===== config.mk =====
export PLATFORM = sky130hd
export DESIGN_NAME = pscb_power_ctrl
export DESIGN_NICKNAME = d
export VERILOG_FILES = /design/src/verilog/pscb_pkg.sv /design/src/verilog/pscb_smi_gen.sv /design/src/verilog/pscb_power_ctrl.sv
export SDC_FILE = /design/constraint.sdc
export NUM_CORES = 1
export LEC_CHECK = 0
export BUFFER_PORTS_ARGS = -buffer_cell sky130_fd_sc_hd__buf_2
export CAP_MARGIN = 40
export CORE_MARGIN = 3
export CORE_UTILIZATION = 25
export CTS_CLUSTER_DIAMETER = 50
export DETAILED_ROUTE_END_ITERATION = 7
export PLACE_DENSITY_LB_ADDON = 0.08
export SLEW_MARGIN = 25
export SYNTH_ARGS = -nofsm -noshare
export SYNTH_HDL_FRONTEND = slang
export SYNTH_SLANG_ARGS = --single-unit

===== constraint.sdc =====
create_clock -name ref_clk -period 1.7 [get_ports ref_clk]
set_input_delay 0.17 -clock ref_clk [delete_from_list [all_inputs] [get_ports ref_clk]]
set_output_delay 0.17 -clock ref_clk [all_outputs]
set_load 0.02 [all_outputs]

===== src/verilog/pscb_pkg.sv =====
// Package with register map, field positions and states of the power supply control block
package pscb_pkg;
  localparam logic [7:0] PSC_ADDR = 8'hF8;
  localparam logic [7:0] PM_STS2_ADDR = 8'h01;
  localparam logic [7:0] PM_CTL2_ADDR = 8'h03;
  localparam logic [7:0] SMI_ENABLE_TWO_ADDR = 8'h17;
  localparam logic [7:0] IRQ_STS_ADDR = 8'h20;
  localparam logic [7:0] IRQ_MASK_ADDR = 8'h21;

  localparam int PSC_STAY_OFF_BIT = 1;
  localparam int PSC_POWER_ON_BIT = 2;
  localparam int PSC_RST_SEEN_BIT = 3;
  localparam int PSC_WAKE_CTL_BIT = 4;
  localparam int PSC_SLP_TRAP_BIT = 5;
  localparam int PSC_SCI_BLOCK_BIT = 6;
  localparam logic [7:0] PSC_RW_MASK = 8'h76;

  localparam int STS2_WAKE_BIT = 0;
  localparam int STS2_SMI_BIT = 1;

  localparam int CTL2_SCI_ROUTE_ENABLE_BIT = 0;
  localparam int CTL2_SLP_TYP_LSB = 2;
  localparam int SLP_TYP_W = 3;
  localparam int CTL2_SLEEP_ENABLE_TRIGGER_BIT = 5;
  localparam logic [7:0] CTL2_RW_MASK = 8'h1D;

  localparam int SMI2_MASTER_BIT = 7;

  localparam int IRQ_RST_SEEN_BIT = 0;
  localparam int IRQ_SMI_BIT = 1;
  localparam int IRQ_SLEEP_BIT = 2;
  localparam int IRQ_WAKE_BIT = 3;
  localparam int IRQ_W = 4;

  localparam logic [7:0] REG_RESET = 8'h00;

  typedef enum logic [0:0] {
    PSCB_RUN,
    PSCB_SLEEP
  } pscb_state_t;
endpackage : pscb_pkg


===== src/verilog/pscb_smi_gen.sv =====
// SMI source merge, sticky pending flag and gated output pin
`timescale 1ns/1ps
module pscb_smi_gen (
  input wire logic ref_clk,
  input wire logic reset_n,
  input wire logic sleepTrapHit,
  input wire logic sciEvent,
  input wire logic sciRouteEnable,
  input wire logic sciToSmiBlock,
  input wire logic smiMasterEnable,
  input wire logic smiClear,
  output logic smiPending,
  output logic smiEvent,
  output logic smiOutputPin_n
);
  typedef struct packed {
    logic pending;
    logic event_;
    logic pin_n;
  } pscb_smi_st_t;

  pscb_smi_st_t cur_ff;
  pscb_smi_st_t nxt_cur;
  logic sciSmi;
  logic raise;

  always_comb begin
    nxt_cur = cur_ff;
    // SCI events reach SMI only while SCI routing is off and not blocked
    sciSmi = sciEvent & ~sciRouteEnable & ~sciToSmiBlock;
    raise = sciSmi | sleepTrapHit;
    // A new source in the clearing cycle keeps the flag set
    if (raise) begin
      nxt_cur.pending = 1'b1;
    end else if (smiClear) begin
      nxt_cur.pending = 1'b0;
    end
    nxt_cur.event_ = raise;
    nxt_cur.pin_n = ~(nxt_cur.pending & smiMasterEnable);
  end

  always_ff @(posedge ref_clk) begin
    if (!reset_n) begin
      cur_ff <= '{pending: 1'b0, event_: 1'b0, pin_n: 1'b1};
    end else begin
      cur_ff <= nxt_cur;
    end
  end

  assign smiPending = cur_ff.pending;
  assign smiEvent = cur_ff.event_;
  assign smiOutputPin_n = cur_ff.pin_n;
endmodule : pscb_smi_gen


===== src/verilog/pscb_power_ctrl.sv =====
// Power supply control bits: standby return policy, wake flag, sleep trap and SCI to SMI routing
//
// Contract
// - With the power-on return option set and stay-off clear, a standby power-on reset drives supply_on_request_n low.
// - With neither return option set, a standby reset restores the power state held before.
// - A set button override flag suppresses the power-up on standby reset.
// - Hardware alone sets the standby reset seen flag on every standby power-on reset.
// - The standby reset seen flag clears only on a written one; a written zero leaves it.
// - Turning the supply on because of a standby reset raises no wake event.
// - The wake flag is set only while wake flag control is one, under its normal conditions.
// - With sleep trap select at zero, writing sleep enable enters the selected sleeping state.
// - With sleep trap select at one, writing sleep enable raises an SMI and does not sleep.
// - With SCI block and SCI routing both zero, each enabled SCI event raises an SMI.
// - With SCI block at one and SCI routing zero, enabled SCI events raise no SMI.
// - While SCI routing is one, PM1 and event block one events never raise an SMI here.
// - With the stay-off option set, a standby reset leaves the supply request inactive.
// - The SMI pin asserts only in the cycle after one in which the SMI master enable bit is one.
`timescale 1ns/1ps
module pscb_power_ctrl (
  input wire logic ref_clk,
  input wire logic reset_n,
  input wire logic [7:0] regAddr,
  input wire logic [7:0] regWrData,
  input wire logic regWr,
  input wire logic regRd,
  output logic [7:0] regRdData,
  input wire logic standbyPorEvt,
  input wire logic buttonOverride,
  input wire logic powerOnReq,
  input wire logic powerOffReq,
  input wire logic wakeEvent,
  input wire logic [3:0] sciEvents,
  output logic supplyOnRequest_n,
  output logic sleepActive,
  output logic [2:0] sleepType,
  output logic pmeWake,
  output logic smiOutputPin_n,
  output logic irq
);
  typedef struct packed {
    logic [7:0] psc;
    logic wakeFlag;
    logic [7:0] ctl2;
    logic smiMaster;
    logic [pscb_pkg::IRQ_W-1:0] irqSts;
    logic [pscb_pkg::IRQ_W-1:0] irqMask;
    logic supplyOn;
    pscb_pkg::pscb_state_t state;
    logic [2:0] slpTyp;
    logic pme;
    logic irqOut;
    logic [7:0] rdData;
    logic supplyN;
    logic sleepOn;
  } pscb_st_t;

  pscb_st_t cur_ff;
  pscb_st_t nxt_cur;

  logic wrPsc;
  logic wrSts2;
  logic wrCtl2;
  logic wrSmi2;
  logic wrMask;
  logic rdIrq;
  logic slpWrite;
  logic sleepTrapHit;
  logic sleepEnter;
  logic sciEvent;
  logic smiClear;
  logic smiPending;
  logic smiEvent;
  logic [pscb_pkg::IRQ_W-1:0] irqSet;
  logic [7:0] wrKeep;

  pscb_smi_gen u_smi (
    .ref_clk(ref_clk),
    .reset_n(reset_n),
    .sleepTrapHit(sleepTrapHit),
    .sciEvent(sciEvent),
    .sciRouteEnable(cur_ff.ctl2[pscb_pkg::CTL2_SCI_ROUTE_ENABLE_BIT]),
    .sciToSmiBlock(cur_ff.psc[pscb_pkg::PSC_SCI_BLOCK_BIT]),
    .smiMasterEnable(cur_ff.smiMaster),
    .smiClear(smiClear),
    .smiPending(smiPending),
    .smiEvent(smiEvent),
    .smiOutputPin_n(smiOutputPin_n)
  );

  always_comb begin
    nxt_cur = cur_ff;
    wrPsc = regWr && (regAddr == pscb_pkg::PSC_ADDR);
    wrSts2 = regWr && (regAddr == pscb_pkg::PM_STS2_ADDR);
    wrCtl2 = regWr && (regAddr == pscb_pkg::PM_CTL2_ADDR);
    wrSmi2 = regWr && (regAddr == pscb_pkg::SMI_ENABLE_TWO_ADDR);
    wrMask = regWr && (regAddr == pscb_pkg::IRQ_MASK_ADDR);
    rdIrq = regRd && (regAddr == pscb_pkg::IRQ_STS_ADDR);
    slpWrite = wrCtl2 && regWrData[pscb_pkg::CTL2_SLEEP_ENABLE_TRIGGER_BIT];
    sleepTrapHit = slpWrite && cur_ff.psc[pscb_pkg::PSC_SLP_TRAP_BIT];
    sleepEnter = slpWrite && !cur_ff.psc[pscb_pkg::PSC_SLP_TRAP_BIT] &&
                 (cur_ff.state == pscb_pkg::PSCB_RUN);
    sciEvent = |sciEvents;
    smiClear = wrSts2 && regWrData[pscb_pkg::STS2_SMI_BIT];
    irqSet = '0;

    // Option bits clear on reset_n like every other register; there is no separate battery reset
    if (wrPsc) begin
      wrKeep = cur_ff.psc & ~pscb_pkg::PSC_RW_MASK;
      nxt_cur.psc = wrKeep | (regWrData & pscb_pkg::PSC_RW_MASK);
      if (regWrData[pscb_pkg::PSC_RST_SEEN_BIT]) begin
        nxt_cur.psc[pscb_pkg::PSC_RST_SEEN_BIT] = 1'b0;
      end
    end else begin
      wrKeep = cur_ff.psc;
    end
    if (wrCtl2) begin
      nxt_cur.ctl2 = regWrData & pscb_pkg::CTL2_RW_MASK;
    end
    if (wrSmi2) begin
      nxt_cur.smiMaster = regWrData[pscb_pkg::SMI2_MASTER_BIT];
    end
    if (wrMask) begin
      nxt_cur.irqMask = regWrData[pscb_pkg::IRQ_W-1:0];
    end
    if (wrSts2 && regWrData[pscb_pkg::STS2_WAKE_BIT]) begin
      nxt_cur.wakeFlag = 1'b0;
    end

    // Supply request: ordinary on/off requests first, standby reset decides last
    if (powerOnReq) begin
      nxt_cur.supplyOn = 1'b1;
    end else if (powerOffReq) begin
      nxt_cur.supplyOn = 1'b0;
    end
    if (standbyPorEvt) begin
      nxt_cur.psc[pscb_pkg::PSC_RST_SEEN_BIT] = 1'b1;
      irqSet[pscb_pkg::IRQ_RST_SEEN_BIT] = 1'b1;
      if (buttonOverride) begin
        nxt_cur.supplyOn = 1'b0;
      end else if (cur_ff.psc[pscb_pkg::PSC_STAY_OFF_BIT]) begin
        nxt_cur.supplyOn = 1'b0;
      end else if (cur_ff.psc[pscb_pkg::PSC_POWER_ON_BIT]) begin
        nxt_cur.supplyOn = 1'b1;
      end else begin
        nxt_cur.supplyOn = cur_ff.supplyOn;
      end
    end

    // Wake event pulse comes only from real wake sources, never from the standby reset path
    nxt_cur.pme = 1'b0;
    case (cur_ff.state)
      pscb_pkg::PSCB_RUN: begin
        if (sleepEnter) begin
          nxt_cur.state = pscb_pkg::PSCB_SLEEP;
          nxt_cur.slpTyp = regWrData[pscb_pkg::CTL2_SLP_TYP_LSB +: pscb_pkg::SLP_TYP_W];
          irqSet[pscb_pkg::IRQ_SLEEP_BIT] = 1'b1;
        end
      end
      pscb_pkg::PSCB_SLEEP: begin
        if (wakeEvent) begin
          nxt_cur.state = pscb_pkg::PSCB_RUN;
          nxt_cur.pme = 1'b1;
          irqSet[pscb_pkg::IRQ_WAKE_BIT] = 1'b1;
          if (cur_ff.psc[pscb_pkg::PSC_WAKE_CTL_BIT]) begin
            nxt_cur.wakeFlag = 1'b1;
          end
        end
      end
      default: begin
        nxt_cur.state = pscb_pkg::PSCB_RUN;
      end
    endcase
    irqSet[pscb_pkg::IRQ_SMI_BIT] = smiEvent;

    // Read clears the status, but an event landing in the same cycle survives
    if (rdIrq) begin
      nxt_cur.irqSts = irqSet;
    end else begin
      nxt_cur.irqSts = cur_ff.irqSts | irqSet;
    end
    nxt_cur.irqOut = |(nxt_cur.irqSts & nxt_cur.irqMask);
    // Pin levels are kept in their own flops so no gate sits behind the outputs
    nxt_cur.supplyN = ~nxt_cur.supplyOn;
    nxt_cur.sleepOn = (nxt_cur.state == pscb_pkg::PSCB_SLEEP);

    nxt_cur.rdData = 8'h00;
    if (regRd) begin
      case (regAddr)
        pscb_pkg::PSC_ADDR: nxt_cur.rdData = cur_ff.psc;
        pscb_pkg::PM_STS2_ADDR: nxt_cur.rdData = {6'h00, smiPending, cur_ff.wakeFlag};
        pscb_pkg::PM_CTL2_ADDR: nxt_cur.rdData = cur_ff.ctl2;
        pscb_pkg::SMI_ENABLE_TWO_ADDR: nxt_cur.rdData = {cur_ff.smiMaster, 7'h00};
        pscb_pkg::IRQ_STS_ADDR: nxt_cur.rdData = {4'h0, cur_ff.irqSts};
        pscb_pkg::IRQ_MASK_ADDR: nxt_cur.rdData = {4'h0, cur_ff.irqMask};
        default: nxt_cur.rdData = 8'h00;
      endcase
    end
  end

  always_ff @(posedge ref_clk) begin
    if (!reset_n) begin
      cur_ff <= '{psc: pscb_pkg::REG_RESET, wakeFlag: 1'b0, ctl2: pscb_pkg::REG_RESET,
                  smiMaster: 1'b0, irqSts: '0, irqMask: '0, supplyOn: 1'b0,
                  state: pscb_pkg::PSCB_RUN, slpTyp: 3'h0, pme: 1'b0, irqOut: 1'b0,
                  rdData: 8'h00, supplyN: 1'b1, sleepOn: 1'b0};
    end else begin
      cur_ff <= nxt_cur;
    end
  end

  assign regRdData = cur_ff.rdData;
  assign supplyOnRequest_n = cur_ff.supplyN;
  assign sleepActive = cur_ff.sleepOn;
  assign sleepType = cur_ff.slpTyp;
  assign pmeWake = cur_ff.pme;
  assign irq = cur_ff.irqOut;
endmodule : pscb_power_ctrl


Yosys cells after proc, flatten, opt, wreduce, memory -nomap -nowiden
Index checks and enable logic that the tools add are counted.

storage, ports and cells
  flip-flop bits (word level) = 41
  word-level logic and storage cells = 79
  output and inout port bits = 16

cells by class
  multiplexer cells = 26
  equal/unequal tests = 6
  reduce and logical (&&, ||, !) cells = 18
  bitwise operators = 12

operators with widths
  kind                                                                    number
  8-bit case mux with 6 select lines                                      1
  1-bit two-way mux                                                       20
  8-bit by 6-bit equality test with 1-bit output (second input constant)  2
  4-bit two-way mux                                                       4
  1-bit logical AND                                                       12
  8-bit by 1-bit equality test with 1-bit output (second input constant)  1
  8-bit by 2-bit equality test with 1-bit output (second input constant)  1
  8-bit by 5-bit equality test with 1-bit output (second input constant)  1
  8-bit equality test (second input constant)                             1
  8-bit by 7-bit OR with 8-bit output                                     1
  4-bit OR reduction                                                      2
  1-bit NOT                                                               5
  4-bit bitwise AND                                                       1
  4-bit OR                                                                1
  2-bit AND reduction                                                     2
  1-bit bitwise AND                                                       3
  1-bit case mux with 2 select lines                                      1
  2-bit nonzero test                                                      1
  1-bit zero test                                                         1
  1-bit OR                                                                1

Depth between registers and ports, before layout
Gate-level depths: netlist (run 1).

  depth after elaboration = 11
  gate-level depth with buffers = 5
  gate-level depth less buffers = 4

Cells and area by module
From an unflattened synthesis (run 1), not the netlist that was laid out.

second synthesis, totals
  cells, all modules = 195
  area total of the unflattened synthesis = 1843.0 µm²

by module, submodules not included
  module           seq. area each (µm²)  cells an instance  times used  area each (µm²)
  pscb_power_ctrl  720.7                 187                1           1725.4
  pscb_smi_gen     60.1                  8                  1           117.6

Worst setup path before layout (run 1)
OpenSTA, ideal clock, no wires.

  path kind = input to register
  from = in regAddr[2]
  to = reg u_smi.cur_ff (netlist bit u_smi.smiPending)
  setup time = 0.125 ns
  setup slack = 0.165 ns
  buffers on the path = 1
  cell stages on the path = 4
  data arrival time = 1.410 ns
  cell sequence = or4b_1 > buf_2 > o41a_1 > o31a_1

on the way
  word-level cells in the longest chain between the ends = 6
  elaborated cells on any way between the ends = 10
  classes of those cells = eq/ne: 2; mux: 2; bitwise: 1; reduce/logical: 5

ends and longest elaborated chain
  element                                         RTL line               RTL
  from (decl)                                     pscb_power_ctrl.sv:22  input wire logic [7:0] regAddr,
  8-bit by 2-bit equality test with 1-bit output  pscb_power_ctrl.sv:94  wrCtl2 = regWr && (regAddr == pscb_pkg::PM_CTL2_ADDR);
  1-bit logical AND                               pscb_power_ctrl.sv:94
  1-bit logical AND                               pscb_power_ctrl.sv:98  slpWrite = wrCtl2 && regWrData[pscb_pkg::CTL2_SLEEP_ENABLE_TRIGGER_BIT];
  1-bit logical AND                               pscb_power_ctrl.sv:99  sleepTrapHit = slpWrite && cur_ff.psc[pscb_pkg::PSC_SLP_TRAP_BIT];
  1-bit OR                                        pscb_smi_gen.sv:31     raise = sciSmi | sleepTrapHit;
  1-bit two-way mux *                             pscb_smi_gen.sv:33     if (raise) begin
  to (signal assigned)                            pscb_smi_gen.sv:44     cur_ff <= '{pending: 1'b0, event_: 1'b0, pin_n: 1'b1};
  to (signal assigned)                            pscb_smi_gen.sv:46     cur_ff <= nxt_cur;
  to (decl)                                       pscb_smi_gen.sv:22     pscb_smi_st_t cur_ff;

Mark *: on every way between the ends. The rest lies on a longest branch, timed or not.
A chain may end at the register's enable or synchronous reset.

Final worst setup path (run 1)
  from = in regAddr[4]
  to = reg cur_ff (netlist bit irq)

on the way
  word-level cells in the longest chain between the ends = 11
  elaborated cells on any way between the ends = 16
  classes of those cells = eq/ne: 3; mux: 4; bitwise: 2; reduce/logical: 7

ends and longest elaborated chain
  element                                         RTL line                RTL
  8-bit by 2-bit equality test with 1-bit output  pscb_power_ctrl.sv:94
  1-bit logical AND                               pscb_power_ctrl.sv:94
  1-bit logical AND                               pscb_power_ctrl.sv:98
  1-bit logical AND (2 in series)                 pscb_power_ctrl.sv:100  sleepEnter = slpWrite && !cur_ff.psc[pscb_pkg::PSC_SLP_TRAP_BIT] &&
  1-bit two-way mux                               pscb_power_ctrl.sv:153  if (sleepEnter) begin
  1-bit two-way mux                               pscb_power_ctrl.sv:151  case (cur_ff.state)
  4-bit OR                                        pscb_power_ctrl.sv:179  nxt_cur.irqSts = cur_ff.irqSts | irqSet;
  4-bit two-way mux                               pscb_power_ctrl.sv:176  if (rdIrq) begin
  4-bit bitwise AND *                             pscb_power_ctrl.sv:181  nxt_cur.irqOut = |(nxt_cur.irqSts & nxt_cur.irqMask);
  4-bit OR reduction *                            pscb_power_ctrl.sv:181
  to (signal assigned)                            pscb_power_ctrl.sv:202  cur_ff <= '{psc: pscb_pkg::REG_RESET, wakeFlag: 1'b0, ctl2: pscb_pkg::REG_RESET,
  to (signal assigned)                            pscb_power_ctrl.sv:207  cur_ff <= nxt_cur;
  to (decl)                                       pscb_power_ctrl.sv:57   pscb_st_t cur_ff;

Marks and branches as above.

==> results of run 1 <==
[metrics by stage]
stage | instances | hold WS (ns) | cell area (um2) | TNS (ns) | util [%]
after floorplan | 199 | 0.294 | 1840 | 0 | -
after global placement | 344 | 0.395 | 2250 | -1.13 | 32.3
after detailed placement | 344 | 0.390 | 2250 | -0.950 | 32.3
after CTS | 352 | 0.136 | 2330 | 0 | 33.4
after global routing | 352 | 0.142 | 2330 | 0 | 33.4
final | 352 | 0.141 | 2330 | 0 | 33.4
[power groups by stage]
stage                     Sequential [mW]  Combinational (mW)  Clock (mW)
after global placement              0.953               0.160           0
after detailed placement            0.953               0.159           0
after global routing                0.932               0.174       0.681
after CTS                           0.931               0.159       0.646
after floorplan                     0.952              0.0605           0
final                               0.931               0.158       0.617
[per-layer routing]
metal | vias up | track usage, % | routed length, um
li1 | 848 | - | -
met1 | 757 | 18.5 | 2750
met2 | 39 | 20.5 | 2420
met3 | 5 | 2.87 | 215
met4 | 0 | 3.34 | 38
met5 | - | 0 | 0
[worst max-delay path by stage]
stage	cells after the start	slack, ns	startpoint	end
global placement	6	-0.28	regAddr[4]	irq
floorplan	4	0.16	regAddr[2]	u_smi.smiPending
detailed placement	6	-0.15	regAddr[4]	irq
CTS	6	0.14	regAddr[4]	irq
finish	6	0.10	regAddr[4]	irq
global route	7	0.01	regAddr[4]	regRdData[2]
[kinds of logic after synthesis]
logic type             Yosys count
and+or+nand+nor                 77
AOI/OAI and AO/OA               43
DFF                             39
buffers and inverters           32
muxes                            8
[worst reg2reg max path: stages, from the launching register on]
cell	delay [ns]
dfxtp_1	0.32
and3_1	0.16
a2111oi_0	0.57
a211oi_1	0.10
[cells in the final DEF, fill, tap and decap left out, types with 4 or more instances in the layout]
master and instances:
buf_2 44, a2111oi_0 4, inv_1 11, a21boi_0 7, o21a_1 6, nor4_1 4, nor3_1 5, and4_1 6
nand2_1 11, nand3_1 11, mux2i_1 8, dfxtp_1 39, clkbuf_8 5, and3_1 9, a211oi_1 5, nor2_1 4
a31oi_1 7, buf_4 26, nor2b_1 8
[cell type report]
type,instances,share of cell area (%)
inverters,11,1.77
well taps,96,5.14
repair buffers,70,17.8
flip-flops and latches,39,33.4
multi-input cells,128,38.4
clock buffers,7,3.27
clock inverters,1,0.214
==> out/metrics.cfg, run 1 <==
[status]
status = finished clean

[sta]
fin_crit_ns = 1.60
timing.final.crit_share_pct = 94.1
relSlewSlack_pct = 59.7
maxSlewViolCount = 0
hold_viol_final = 0
finalClockSkew_ns = 0.00652
setup_viol = 0
layout_setup_ws_ns = 0.101
grt_setup_unrepaired = no
tightest_slew_ns = 0.590
fmax_ghz = 0.625

[floorplan]
die_x_um = 91.9
dieArea_um2 = 8440
std_cell_rows = 30
initial_core_util_pct = 26.4
coreArea_um2 = 6980
die_h_um = 91.9
pin_count = 45

[routing]
drt-initial-drc-count = 75
avgViaCountPerCell = 4.68
drcViolationCount = 0
ant_nets = 0
wirelength_um = 5430
post_drt_wl_per_cell_um = 15.4
via_count = 1649
dr.pass1.iters = 4

[power_and_ir_drop]
p_leak_nw = 1.01
clock_power_share_pct = 36.1
internal-power_mw = 1.28
switching_share_pct = 24.7
total_power_mw = 1.71
combPwrFrac_pct = 9.3
p_seq_share_pct = 54.6
power.density_nw_per_um2 = 731
peakVddDrop_uv = 313
p_sw_mw = 0.421

[setup_path]
critPathSlowestCell = or4b_2
worst_setup_path_start_kind = input pin
cp.buffers_inverters = 2
crit_path_end_kind = register
ff2ff_setup_slack_ns = 0.43
crit_path_max_fanout = 4
worst-r2r-cell-count = 3
crit_family = simple AND/OR/NAND/NOR gates
cp_data_required_time_ns = 1.91
worstReg2RegStart = cur_ff[26]
r2r-end = regRdData[0]
path_class = in2reg
arrival_ns = 1.81
cp_slowest_stage_delay_ns = 0.73
crit_chain = buf_2 -> or4b_2 -> nor4_1 -> buf_4 -> o22ai_1 -> o2111ai_1

[yosys]
yosysTopAreaCell = dfxtp_1
synth_top_family_by_area = simple AND/OR/NAND/NOR gates
ys_top_cells_by_area = dfxtp_1 42%, buf_4 4.5%, mux2i_1 4.3%, and3_1 3.1%, nand3_1 3.0%
synthSimpleGateAreaFrac_pct = 26.2
yosysSeqAreaShare_pct = 42.4
async_reset_ff_share_pct = 0
synth_edf_count = 0
syn-mean-instance-area_um2 = 9.26
synth_area_um2 = 1840
synthDominantCellAreaShare_pct = 42.4
synth_cells = 199
ys_types = 46
synth_flop_cell = dfxtp_1
synthMuxAreaShare_pct = 4.34
synth.net_count = 228
synth_compound_area_share_pct = 18.1
synth_xor_area_share_pct = 0
synth_common_cells = 39 x dfxtp_1, 11 x buf_4, 11 x inv_1, 11 x nand2_1, 11 x nand3_1
yosys_warnings = 0
synth_fa_ha_area_share_pct = 0
synth-seq-cells = 39
synth_most_common_cell = dfxtp_1

[global_routing]
grt_overflow = 0
grt_max_degree = 18
grt_pass1_wl_um = 8760
grt_pass1_vias = 1668
antenna_found_initial = 0
grt_util_all_layers_pct = 13.2

[final_layout]
final_nets = 284
syn2layout_area_growth_pct = 26.7
drive_above_1_share_pct = 32.4
regMostFlops = cur_ff
largest_reg_flops = 21
fillCellCount = 782
antenna_cells = 0
multiInputGateArea_um2 = 896
regArea_um2 = 781

[cts]
root_buffer = clkbuf_8
cts.sinks = 39
cts_setup_buffers = 0
clk_pin_slew_worst_paths_ns = 0.08
cts_buffers = 5
ctsHoldBuffers = 0
cts-htree-levels = 2
cts_buffer_depth = 2
insertion_delay_ns = 0.29
cts_tree = yes
postCtsResizedCells = 0

[placed_design]
portBuffers = 44
preCtsSetupSlack_ns = -0.155
dp_hpwl_um = 4260
gp_congestion = 0.866

[min_path]
hp-start = regWrData[7]
hold_class = in2reg
hold_end = cur_ff[25]
min_path_cells = 3

[job]
cap_violations = 0

(Power assumes the default switching activity.)
==> run 2, diff against run 1 <==
--- a/config.mk
+++ b/config.mk
@@ -5,6 +5,7 @@
 export SDC_FILE = /design/constraint.sdc
 export NUM_CORES = 1
 export LEC_CHECK = 0
+export ABC_AREA = 1
 export BUFFER_PORTS_ARGS = -buffer_cell sky130_fd_sc_hd__buf_2
 export CAP_MARGIN = 40
 export CORE_MARGIN = 3
@@ -12,6 +13,7 @@
 export CTS_CLUSTER_DIAMETER = 50
 export DETAILED_ROUTE_END_ITERATION = 7
 export PLACE_DENSITY_LB_ADDON = 0.08
+export REMOVE_ABC_BUFFERS = 1
 export SLEW_MARGIN = 25
 export SYNTH_ARGS = -nofsm -noshare
 export SYNTH_HDL_FRONTEND = slang
==> out/metrics.cfg, run 2 <==
[yosys]
synthDominantCellAreaShare_pct = 42.4  ; about the same
synth_cells = 246  ; +24%
yosysTopAreaCell = dfxtp_1
yosys_warnings = 0  ; unchanged
synth_edf_count = 0  ; unchanged
synth_xor_area_share_pct = 0  ; unchanged
synth_top_family_by_area = simple AND/OR/NAND/NOR gates
synth-seq-cells = 39  ; unchanged
syn-mean-instance-area_um2 = 7.49  ; -19%
ys_types = 29  ; -37%
synth_compound_area_share_pct = 12.8  ; -5.3 points
async_reset_ff_share_pct = 0  ; unchanged
synth_area_um2 = 1840  ; about the same
synth_common_cells = 48 x nand2_1, 39 x dfxtp_1, 37 x inv_1
synth_fa_ha_area_share_pct = 0  ; unchanged
synthMuxAreaShare_pct = 0  ; -4.3 points
synth_most_common_cell = nand2_1
synth_flop_cell = dfxtp_1
ys_top_cells_by_area = dfxtp_1 42%, nand2_1 9.8%, inv_1 7.5%, buf_4 5.3%, a21oi_1 5.2%
yosysSeqAreaShare_pct = 42.4  ; about the same
synthSimpleGateAreaFrac_pct = 31.4  ; +5.2 points

[floorplan]
dieArea_um2 = 8430  ; about the same
initial_core_util_pct = 26.4  ; about the same
pin_count = 45  ; unchanged
die_h_um = 91.8  ; about the same
coreArea_um2 = 6980  ; unchanged
die_x_um = 91.8  ; about the same
std_cell_rows = 30  ; unchanged

[cts]
cts_buffers = 5  ; unchanged
ctsHoldBuffers = 0  ; unchanged
cts.sinks = 39  ; unchanged
cts-htree-levels = 2  ; unchanged
cts_setup_buffers = 0  ; unchanged
clk_pin_slew_worst_paths_ns = 0.07  ; about the same
insertion_delay_ns = 0.29  ; about the same
cts_tree = yes
cts_buffer_depth = 2  ; unchanged
root_buffer = clkbuf_8
postCtsResizedCells = 0  ; unchanged

[sta]
timing.final.crit_share_pct = 63.6  ; -30 points
hold_viol_final = 0  ; unchanged
tightest_slew_ns = 0.480  ; -0.110 ns
fin_crit_ns = 1.08  ; -0.518 ns
maxSlewViolCount = 0  ; unchanged
setup_viol = 0  ; unchanged
grt_setup_unrepaired = no
layout_setup_ws_ns = 0.619  ; +0.518 ns
finalClockSkew_ns = 0.00426  ; -0.00227 ns
hold_ws_ns = 0.129  ; -0.0125 ns
relSlewSlack_pct = 67.7  ; +8.1 points
fin_tns_setup_ns = 0  ; unchanged
fmax_ghz = 0.925  ; +48%

[placed_design]
place_inst = 372  ; +8.1%
dpl_cell_area_um2 = 2080  ; -7.5%
dp_hpwl_um = 3990  ; -6.1%
preCtsSetupSlack_ns = 0.326  ; +0.481 ns
gp_congestion = 0.821  ; -5.2%
portBuffers = 44  ; unchanged

[job]
cap_violations = 0  ; unchanged

[global_routing]
grt_pass1_vias = 1586  ; -4.9%
grt_pass1_wl_um = 8340  ; -4.8%
grt_overflow = 0  ; unchanged
grt_max_degree = 15  ; -3
grt_util_all_layers_pct = 12.7  ; -0.54 points
antenna_found_initial = 0  ; unchanged

[routing]
ant_nets = 0  ; unchanged
drcViolationCount = 0  ; unchanged
post_drt_wl_per_cell_um = 13.5  ; -13%
drt-initial-drc-count = 76  ; +1.3%
via_count = 1616  ; -2.0%
wirelength_um = 5120  ; -5.7%
dr.pass1.iters = 4  ; unchanged
avgViaCountPerCell = 4.25  ; -9.2%

[setup_path]
crit_path_end_kind = register
cp-startpoint = cur_ff[40]
ff2ff_setup_slack_ns = 0.62  ; +0.19 ns
path_class = reg2reg
worst-r2r-cell-count = 7  ; +4
arrival_ns = 1.32  ; -0.49 ns
crit_path_max_fanout = 5  ; +1
worst_setup_path_start_kind = register
worstReg2RegStart = cur_ff[40]
r2r-end = irq
cp_data_required_time_ns = 1.94  ; +0.03 ns

[final_layout]
largest_reg_flops = 21  ; unchanged
regMostFlops = cur_ff
final_cell_mix = 48 x nand2_1, 44 x buf_2, 39 x dfxtp_1
antenna_cells = 0  ; unchanged
final_util_pct = 31.5  ; -1.9 points
fillCellCount = 794  ; +1.5%
drive_above_1_share_pct = 25.4  ; -7.1 points
multiInputGateArea_um2 = 813  ; -9.2%
final_cells = 380  ; +8.0%
fin_area_um2 = 2200  ; -5.7%
final_nets = 312  ; +9.9%
syn2layout_area_growth_pct = 19.6
regArea_um2 = 781  ; unchanged
final_common_cell = nand2_1

[power_and_ir_drop]
total_power_mw = 1.89  ; +11%
power.density_nw_per_um2 = 857  ; +17%
p_leak_nw = 0.971  ; -3.4%
peakVddDrop_uv = 264  ; -16%

[min_path]
hp-start = buttonOverride
hold_class = in2reg
min_path_cells = 3  ; unchanged
hold_end = supplyOnRequest_n

[status]
status = finished clean

[run 2: cell types whose count changed after synthesis, moves of 6 or more]
cell	previous run	this run
and3_1	9	0
o21ai_0	0	13
nand2_1	11	48
mux2i_1	8	0
a21oi_1	1	19
and4_1	6	0
a31oi_1	7	0
inv_1	11	37
o21a_1	6	0
nor2b_1	8	0
nor2_1	4	22
a21boi_0	7	0
[run 2: area by class of cell]
cell class | instances | share of cell area [%]
flip-flops and latches | 39 | 35.5
multi-input cells | 154 | 36.9
repair buffers | 45 | 10.3
clock buffers | 6 | 3.75
inverters | 38 | 6.48
clock inverters | 2 | 1.59
well taps | 96 | 5.45
[run 2: routing by layer]
metal  vias up  global-route usage (%)  routed length, um
met4         0                    3.34                 59
met3         5                    3.61                292
met2        47                    18.5               2130
met1       709                    18.1               2640
li1        855                       -                  -
met5         -                       0                  0
[run 2: how the worst max path moves through the flow]
stage | end | slack [ns] | cells after the start
detailed placement | irq | 0.33 | 9
finish | irq | 0.62 | 7
CTS | irq | 0.61 | 7
floorplan | irq | 0.64 | 8
global placement | irq | 0.33 | 9
global route | sleepType[0] | 0.48 | 8
[run 2: logic make-up after synthesis]
| kind of cell | count (synthesis) |
|---|---|
| and+or+nand+nor | 111 |
| DFF | 39 |
| AOI/OAI and AO/OA | 43 |
| buffers and inverters | 53 |
[run 2: report_power, final]
part           internal, mW  total [mW]  switching [mW]
clock                 0.475       0.811           0.336
combinational        0.0491       0.144          0.0952
sequential            0.925       0.931         0.00618
total                  1.45        1.89           0.438
[run 2: critical path, cell delays in order (launching register included)]
cell and delay, ns:
dfxtp_1 0.35, nor2_1 0.18, nand4_2 0.19, nand2_1 0.10, inv_1 0.05, nor2_1 0.08
nor2_1 0.04, nand2_1 0.05
